### src/pkg/umw_regs.svh
// Register offsets, field positions and reset values of the upstream windows
`ifndef UMW_REGS_SVH
`define UMW_REGS_SVH
// Byte offsets on the register bus
`define UMW_OFF_WSETUP_LO 12'h034
`define UMW_OFF_WSETUP_HI 12'h038
`define UMW_OFF_PBASE 12'h05C
`define UMW_OFF_WBASE_LO 12'h060
`define UMW_OFF_WBASE_HI 12'h064
`define UMW_OFF_FWD_CTL 12'h068
`define UMW_OFF_LUT_FIRST 12'h100
`define UMW_OFF_LUT_LAST 12'h1FF
// Forwarding control fields
`define UMW_CTL_PSIZE_LSB 16
`define UMW_CTL_PSIZE_W 4
`define UMW_CTL_A64_BIT 21
// Window base, setup enable and lookup entry valid fields
`define UMW_PBASE_LSB 14
`define UMW_WBASE_LSB 12
`define UMW_SETUP_EN_BIT 31
`define UMW_LUT_VALID_BIT 0
// Page size code 1 means 256 bytes, so page log2 is code plus this
`define UMW_PAGE_LOG2_OFS 5'h07
// 64 pages add six address bits on top of the page size
`define UMW_WIN_LOG2_OFS 5'h0D
// Reset values
`define UMW_RST_WORD 32'h0000_0000
`define UMW_RST_PSIZE 4'h0
`endif

### src/pkg/umw_pkg.sv
// Types shared by the upstream memory window block
package umw_pkg;
  typedef logic [31:0] umw_word_type;
  typedef logic [63:0] umw_addr_type;
  typedef logic [11:0] umw_off_type;
  typedef enum logic [1:0] {
    UMW_DEC_32 = 2'h0,
    UMW_DEC_64 = 2'h1
  } umw_dec_type;
endpackage

### src/rtl/umw_top.sv
// Upstream paged and wide memory windows with APB register access
//
// Summary of operation
// - Paged base: space, type bits fixed, 13:4 zero
// - Paged base bits 31:14, 16KB-256MB, reset zero
// - Paged window split in 64 translated pages
// - Page size from forwarding control 4-bit field
// - Lookup entry bit 0 clear disables page
// - Writable paged base bits follow page size
// - Wide base reports type, prefetch, 11:4 zero
// - Wide size and type from low setup
// - Setup bit 31 clear disables wide window
// - Wide window size 4KB up to 4.6EB (setup bits 31 also compare address bits 31 and 63)
// - 64-bit control bit decodes both base words
// - No wide translation while 64-bit disabled
// - Secondary 64-bit outside downstream range goes upstream
// - Upper wide base separate, sized by setup
//
// Register access over APB was decided locally.
`include "umw_regs.svh"
`timescale 1ns/1ps
module umw_top
  import umw_pkg::*;
#(
  parameter int LUT_DEPTH = 64
) (
  // Clock and reset
  input wire logic clk_sys,
  input wire logic reset_n,
  // APB slave
  input wire logic psel,
  input wire logic penable,
  input wire logic pwrite,
  input wire logic [11:0] paddr,
  input wire logic [31:0] pwdata,
  output logic [31:0] prdata,
  output logic pready,
  output logic pslverr,
  // Upstream address lookup
  input wire logic up_valid,
  input wire logic [63:0] up_addr,
  output logic up_done,
  output logic up_paged_hit,
  output logic [5:0] up_page,
  output logic [31:0] up_paged_xlat,
  output logic up_wide_hit,
  // Secondary interface forwarding check
  input wire logic sec_valid,
  input wire logic [63:0] sec_addr,
  input wire logic sec_is64,
  input wire logic [63:0] dn3_base,
  input wire logic [63:0] dn3_limit,
  output logic sec_done,
  output logic sec_fwd_up
);

  // The lookup table spans exactly 256 bytes of register space
  if (LUT_DEPTH != 64) begin : g_depth_check
    $error("LUT_DEPTH must be 64");
  end

  // Mask of the bits below a power of two
  function automatic umw_word_type umw_low_mask(input logic [4:0] lg);
    umw_low_mask = (32'h0000_0001 << lg) - 32'h0000_0001;
  endfunction

  // True when every bit picked by the mask agrees
  function automatic logic umw_masked_eq(input umw_word_type a, input umw_word_type b,
    input umw_word_type m);
    umw_masked_eq = ((a ^ b) & m) == 32'h0000_0000;
  endfunction

  umw_word_type pbase_r;
  umw_word_type wbase_lo_r;
  umw_word_type wbase_hi_r;
  umw_word_type wsetup_lo_r;
  umw_word_type wsetup_hi_r;
  logic [3:0] psize_r;
  logic a64_en_r;
  umw_word_type lut_r [LUT_DEPTH];

  logic [31:0] prdata_r;
  logic pready_r;
  logic pslverr_r;

  logic up_done_r;
  logic up_paged_hit_r;
  logic [5:0] up_page_r;
  logic [31:0] up_paged_xlat_r;
  logic up_wide_hit_r;

  logic sec_done_r;
  logic sec_fwd_up_r;

  // Derived window geometry
  logic [4:0] page_log2;
  logic [4:0] win_log2;
  umw_word_type pbase_mask;
  umw_word_type wmask_lo;
  logic wide_en;
  umw_dec_type wide_type;
  logic setup_access;
  logic apb_wr;
  logic lut_sel;
  logic [5:0] lut_idx;

  always_comb begin
    page_log2 = psize_r + `UMW_PAGE_LOG2_OFS;
    win_log2 = psize_r + `UMW_WIN_LOG2_OFS;
    pbase_mask = ~umw_low_mask(win_log2);
    pbase_mask[`UMW_PBASE_LSB-1:0] = '0;
  end

  // Wide window geometry
  always_comb begin
    wmask_lo = {wsetup_lo_r[31:`UMW_WBASE_LSB], 12'h000};
    // Setup high bit 31 is also the mask bit of address bit 63
    // either setup bit disables
    wide_en = wsetup_lo_r[`UMW_SETUP_EN_BIT] & wsetup_hi_r[`UMW_SETUP_EN_BIT];
    wide_type = umw_dec_type'(wsetup_lo_r[2:1]);
  end

  assign setup_access = psel & ~penable;
  // Writes land in the access phase, gated by pready and decoding paddr again there
  assign apb_wr = psel & penable & pready_r & pwrite;
  assign lut_sel = (paddr >= `UMW_OFF_LUT_FIRST) && (paddr <= `UMW_OFF_LUT_LAST);
  assign lut_idx = paddr[7:2];

  // APB handshake: one wait-free access phase after each setup
  // Read data is latched at the setup edge, so the access phase never waits
  always_ff @(posedge clk_sys or negedge reset_n) begin
    if (!reset_n) begin
      pready_r <= 1'b0;
      pslverr_r <= 1'b0;
      prdata_r <= `UMW_RST_WORD;
    end else begin
      pready_r <= setup_access;
      pslverr_r <= 1'b0;
      prdata_r <= `UMW_RST_WORD;
      if (setup_access) begin
        if (paddr[1:0] != 2'h0) begin
          pslverr_r <= 1'b1;
        end else if (lut_sel) begin
          prdata_r <= lut_r[lut_idx];
        end else begin
          unique case (paddr)
            `UMW_OFF_WSETUP_LO: prdata_r <= wsetup_lo_r;
            `UMW_OFF_WSETUP_HI: prdata_r <= wsetup_hi_r;
            `UMW_OFF_PBASE: prdata_r <= pbase_r & pbase_mask;
            `UMW_OFF_WBASE_LO: begin
              prdata_r <= (wbase_lo_r & wmask_lo) | {28'h0, wsetup_lo_r[3], wide_type, 1'b0};
            end
            `UMW_OFF_WBASE_HI: prdata_r <= wbase_hi_r & wsetup_hi_r;
            `UMW_OFF_FWD_CTL: begin
              prdata_r <= {10'h000, a64_en_r, 1'b0, psize_r, 16'h0000};
            end
            default: pslverr_r <= 1'b1;
          endcase
        end
      end
    end
  end

  // Window configuration registers
  always_ff @(posedge clk_sys or negedge reset_n) begin
    if (!reset_n) begin
      pbase_r <= `UMW_RST_WORD;
      wbase_lo_r <= `UMW_RST_WORD;
      wbase_hi_r <= `UMW_RST_WORD;
      wsetup_lo_r <= `UMW_RST_WORD;
      wsetup_hi_r <= `UMW_RST_WORD;
      psize_r <= `UMW_RST_PSIZE;
      a64_en_r <= 1'b0;
    end else if (apb_wr && paddr[1:0] == 2'h0) begin
      unique case (paddr)
        `UMW_OFF_WSETUP_LO: wsetup_lo_r <= pwdata;
        `UMW_OFF_WSETUP_HI: wsetup_hi_r <= pwdata;
        `UMW_OFF_PBASE: pbase_r <= pwdata & pbase_mask;
        // Low base keeps bits 31:12; the setup mask acts on read and decode
        // any setup mask from 4KB up
        `UMW_OFF_WBASE_LO: wbase_lo_r <= {pwdata[31:`UMW_WBASE_LSB], 12'h000};
        `UMW_OFF_WBASE_HI: wbase_hi_r <= pwdata;
        // A new page size resizes the paged window at once
        `UMW_OFF_FWD_CTL: begin
          psize_r <= pwdata[`UMW_CTL_PSIZE_LSB +: `UMW_CTL_PSIZE_W];
          a64_en_r <= pwdata[`UMW_CTL_A64_BIT];
        end
        default: ;
      endcase
    end
  end

  // Lookup table entries
  // Reset clears every entry, so no page is claimed before software fills it
  always_ff @(posedge clk_sys or negedge reset_n) begin
    if (!reset_n) begin
      for (int i = 0; i < LUT_DEPTH; i++) begin
        lut_r[i] <= `UMW_RST_WORD;
      end
    end else if (apb_wr && lut_sel && paddr[1:0] == 2'h0) begin
      lut_r[lut_idx] <= pwdata;
    end
  end

  // Upstream decode, one cycle from request to result
  umw_word_type up_lo;
  umw_word_type page_off_mask;
  umw_word_type page_word;
  umw_word_type page_shift;
  logic [5:0] page_idx;
  logic paged_match;
  logic wide_match;

  always_comb begin
    up_lo = up_addr[31:0];
    page_off_mask = umw_low_mask(page_log2);
    page_shift = up_lo >> page_log2;
    page_idx = page_shift[5:0];
    page_word = lut_r[page_idx];
    // The paged window is 32-bit only, so upper address bits must be zero
    // enabled and masked bits equal
    paged_match = (psize_r != 4'h0) && (up_addr[63:32] == 32'h0000_0000)
      && umw_masked_eq(up_lo, pbase_r, pbase_mask);
    // Both windows may claim one address; the core above picks one
    // both words decoded
    wide_match = wide_en && a64_en_r && umw_masked_eq(up_lo, wbase_lo_r, wmask_lo)
      && umw_masked_eq(up_addr[63:32], wbase_hi_r, wsetup_hi_r);
  end

  // Lookup strobe, one cycle behind the request
  always_ff @(posedge clk_sys or negedge reset_n) begin
    if (!reset_n) begin
      up_done_r <= 1'b0;
    end else begin
      up_done_r <= up_valid;
    end
  end

  // Paged window result
  always_ff @(posedge clk_sys or negedge reset_n) begin
    if (!reset_n) begin
      up_paged_hit_r <= 1'b0;
      up_page_r <= 6'h00;
      up_paged_xlat_r <= `UMW_RST_WORD;
    end else begin
      up_paged_hit_r <= up_valid & paged_match & page_word[`UMW_LUT_VALID_BIT];
      up_page_r <= page_idx;
      up_paged_xlat_r <= (page_word & ~page_off_mask) | (up_lo & page_off_mask);
    end
  end

  // Wide window result
  always_ff @(posedge clk_sys or negedge reset_n) begin
    if (!reset_n) begin
      up_wide_hit_r <= 1'b0;
    end else begin
      // no wide claim when 64-bit off
      up_wide_hit_r <= up_valid & wide_match;
    end
  end

  // Secondary strobe
  always_ff @(posedge clk_sys or negedge reset_n) begin
    if (!reset_n) begin
      sec_done_r <= 1'b0;
    end else begin
      sec_done_r <= sec_valid;
    end
  end

  // Secondary side forwarding check, downstream range inclusive at both ends
  always_ff @(posedge clk_sys or negedge reset_n) begin
    if (!reset_n) begin
      sec_fwd_up_r <= 1'b0;
    end else begin
      sec_fwd_up_r <= sec_valid & sec_is64 & ~((sec_addr >= dn3_base) && (sec_addr <= dn3_limit));
    end
  end

  assign prdata = prdata_r;
  assign pready = pready_r;
  assign pslverr = pslverr_r;

  assign up_done = up_done_r;
  assign up_paged_hit = up_paged_hit_r;
  assign up_page = up_page_r;
  assign up_paged_xlat = up_paged_xlat_r;
  assign up_wide_hit = up_wide_hit_r;

  assign sec_done = sec_done_r;
  assign sec_fwd_up = sec_fwd_up_r;

endmodule

### config.mk
export PLATFORM = sky130hd
export DESIGN_NAME = umw_top
export DESIGN_NICKNAME = d
export VERILOG_FILES = /design/src/pkg/umw_pkg.sv /design/src/rtl/umw_top.sv
export VERILOG_INCLUDE_DIRS = /design/src /design/src/pkg
export SDC_FILE = /design/constraint.sdc
export NUM_CORES = 2
export LEC_CHECK = 0
export BUFFER_PORTS_ARGS = -buffer_cell sky130_fd_sc_hd__buf_2
export CORE_AREA = 5 5 500 502
export DETAILED_ROUTE_END_ITERATION = 8
export DIE_AREA = 0 0 505 507
export PLACE_DENSITY = 0.66
export SETUP_SLACK_MARGIN = 0.3
export SLEW_MARGIN = 20
export SYNTH_ARGS = -nofsm -noshare
export SYNTH_HDL_FRONTEND = slang
export SYNTH_SLANG_ARGS = --single-unit
### constraint.sdc
create_clock -name clk_sys -period 3.8 [get_ports clk_sys]
set_clock_uncertainty 0.2 [all_clocks]
set_input_delay 0.38 -clock clk_sys [delete_from_list [all_inputs] [get_ports clk_sys]]
set_output_delay 0.38 -clock clk_sys [all_outputs]
set_load 0.03 [all_outputs]
==> metrics <==
Slew @ Worst Pin=1.19 ns; Primary FF master, synth=dfrtp_1; initial drt markers=11000; Placer Congestion=~1.0; Total GRT Usage=35.9%; Vias/cell=6.86; RSZ-0062 raised after global routing=yes; Max Buffers Root-to-Sink=3; vias in the first global route=88000; Total Die Area=256000 sq um; dominant cells by area after synthesis=dfrtp_1, mux2_2, mux4_2, nand2_1, clkbuf_1; status=finished, final reports clean; Hold Vio Cnt, Final=0; Detail Route Antenna Nets=0; YS warnings=0; max_cap viols=0; Die Span X=505 microns; Crit-path slowest cell=mux4_2; R2R depth=13; worst skew pair latency=between 0.9 and 1 ns; area of the multi-input gates=62200 sq um; CORE AREA=245000 sq um; row cnt=182; Reg area=56700 sq um; first-pass GRT wire length=663 mm; largest net degree at the start of global routing=159; clock-pin slew on the worst setup and hold paths=0.06 ns; layout cell share with drive strength beyond 1=approximately 52%; Relative slew margins=between 20 and 25%; initial antenna violation count=55; f_max=273 MHz; post-DR wirelength/cell=~36 microns; Worst Path Arrival=4.28 ns; critical path class=reg2reg; Clock Tree Root=clkbuf_16; Clock Sinks=2264; DP Area=133000 sq um; hold-critical path endpoint=lut_r[279]$_DFFE_PN0P_; Starting Density=about 50%; Placed Cells incl. Taps=12100; cts bufs inserted=236; Post-Synthesis Cells=8701; Syn Std Cell Area=122000 sq um; post-route insts no fill=between 10000 and 15000; Tmin final=3.67 ns; DRC viols=0; IO buf count=384; io pins=between 300 and 400; CP required=4.41 ns; Worst Setup Start Kind=flop; DR pass1 iterations=8; top-area cell type share of the netlist area=46.5%; CTS tree=yes; Die Ht=507 microns; hpwl dp=305 mm; sequence of cells on the critical path=buf_8 > mux4_2 > a22o_1 > a31oi_4 > buf_4 > inv_2 > buf_12 > a21oi_1 > a22oi_1 > a221oi_2 > o311a_1 > a21oi_4 > mux2_2; worst hold path class=in2reg; Final Slew Violations=0; syn_area_per_cell=14.0 sq um; hold path cells=2; global route total overflow=0; register area share after synthesis=46.5%; start of the worst register-to-register path=psize_r[1]$_DFFE_PN0P_; Area Overhead vs Synth=17.9%; nets=9701; Crit. End Element=flop; WP buf/inv=4; Critical R2R Capture=up_paged_xlat[14]$_DFF_PN0_; Vias=87200; VDD IR max=a little under 500 uV; Power Density=between 300 and 400 nW/um^2; P_leak=68.3 nW; synthesized flop and latch total=2264; crit path max fanout=15; Netlist cell types=72; H-Tree Depth=4; max incr delay on CP=0.53 ns; Routed WL=463 mm; HP Start=pwdata[23]; fin area=144000 sq um; count of final setup violators=0; Fill cells=18800; area leader, netlist=dfrtp_1; crit-path leading delay family=compound AO/OA/AOI/OAI gates; EDFF count, synth=0; period utilisation layout=96.5%; R2R setup slack=0.13 ns; async set-reset flop share out of synthesis=100%
==> cells in the mapped netlist (all sizes together) (16+ instances only) <==
cell / instances
a31oi: 61
xor2: 64
nor4: 34
mux4: 1059
nand3: 195
ha: 129
mux2i: 57
o21ai: 64
buf: 357
nand4: 36
and3: 49
nor2b: 16
nor3: 29
nand2: 807
nor2: 128
clkbuf: 494
o22ai: 45
a21o: 70
a211oi: 20
and2: 16
a22oi: 19
a21oi: 171
dfrtp: 2264
a32oi: 29
o211ai: 26
inv: 143
mux2: 2180
==> state kept, by name, summed over array words and instances, names as in the netlist <==
signal         cells
a64_en_r           1
up_paged_hit       1
lut_r           2048
up_wide_hit        1
up_paged_xlat     32
pslverr            1
up_done            1
sec_done           1
pbase_r           18
sec_fwd_up         1
pready             1
psize_r            4
wsetup_lo_r       32
wbase_lo_r        20
wbase_hi_r        32
wsetup_hi_r       32
prdata            32
up_page            6
==> final cells by class <==
| class | instances | share of cell area [%] |
|---|---|---|
| multi-input combinational | 5444 | 43.3 |
| inverter | 143 | 0.403 |
| clock buffer | 361 | 4.98 |
| tap | 3220 | 2.81 |
| sequential | 2264 | 39.5 |
| clock inverter | 77 | 0.773 |
| timing repair buffer | 1172 | 8.18 |
| timing repair inverter | 3 | 0.0235 |
| antenna | 26 | 0.0453 |
==> cells in the final DEF (no fill, tap or decap), types with 90 or more instances in the layout <==
cell type / synthesis / routed
a21oi_1: 171 / 156
mux2_2: 2179 / 2177
clkbuf_16: 0 / 239
nand2_1: 807 / 761
mux4_2: 1059 / 1059
buf_4: 13 / 444
buf_2: 163 / 370
nand3_1: 195 / 188
buf_12: 0 / 240
dfrtp_1: 2264 / 2261
nor2_1: 128 / 90
inv_1: 139 / 137
ha_1: 129 / 129
==> cell families after synthesis <==
group	synth area share [%]
other	0.00308
xor gates and xnor gates	0.510
AOI/OAI and AO/OA	3.30
muxes	40.2
buffers and inverters	3.38
DFF	46.5
and+or+nand+nor	4.75
adders and majority gates	1.33
==> worst max-delay path by stage <==
stage                           startpoint                           to  slack [ns]  cells past startpoint
floorplan                         paddr[2]          prdata[0]$_DFF_PN0_        0.38                      8
global placement               up_addr[22]  up_paged_xlat[18]$_DFF_PN0_       -0.33                     11
detailed placement             up_addr[18]  up_paged_xlat[18]$_DFF_PN0_       -0.38                     12
CTS                 psize_r[1]$_DFFE_PN0P_  up_paged_xlat[18]$_DFF_PN0_        0.19                     13
global route        psize_r[1]$_DFFE_PN0P_   up_paged_xlat[8]$_DFF_PN0_        0.09                     14
finish              psize_r[1]$_DFFE_PN0P_  up_paged_xlat[14]$_DFF_PN0_        0.13                     13
==> stage by stage <==
step / util (%) / setup WS, ns / power, mW / hold WS, ns / setup TNS (ns)
6_report: 58.7 / 0.131 / 53.3 / 0.0593 / 0
3_5_place_dp: 54.3 / -0.377 / 28.8 / 0.130 / -1.53
2_1_floorplan: - / 0.376 / 26.6 / -0.116 / 0
4_1_cts: 58.4 / 0.187 / 53.3 / 0.000799 / 0
5_1_grt: 58.6 / 0.0856 / 54.6 / 0.0459 / 0
3_3_place_gp: 54.3 / -0.332 / 28.7 / 0.120 / -1.11
==> report_power, final <==
part | switching [mW] | internal (mW)
Combinational | 2.96 | 1.53
Clock | 10.5 | 14.1
Sequential | 0.0544 | 24.1
Total | 13.5 | 39.8
==> timing repair <==
| action | 4_1_cts | 5_1_grt |
|---|---|---|
| gates cloned | 14 | 2 |
| hold buffers | 53 | 5 |
| buffers inserted | 30 | 13 |
| setup endpoints to repair | 26 | 26 |
| endpoints found under the hold margin | 1665 | 91 |
| pin swaps | 32 | 26 |
| gates resized for setup | 120 | 80 |
==> layer usage <==
layer	vias to the layer above	wire length [microns]	global-route usage, %
met5	-	174	0
met1	46200	172000	47.8
met4	26	34600	21.9
li1	34000	-	-
met2	5615	201000	52.0
met3	1397	55100	10.9
No activity file was read; power rests on OpenSTA's default activity.
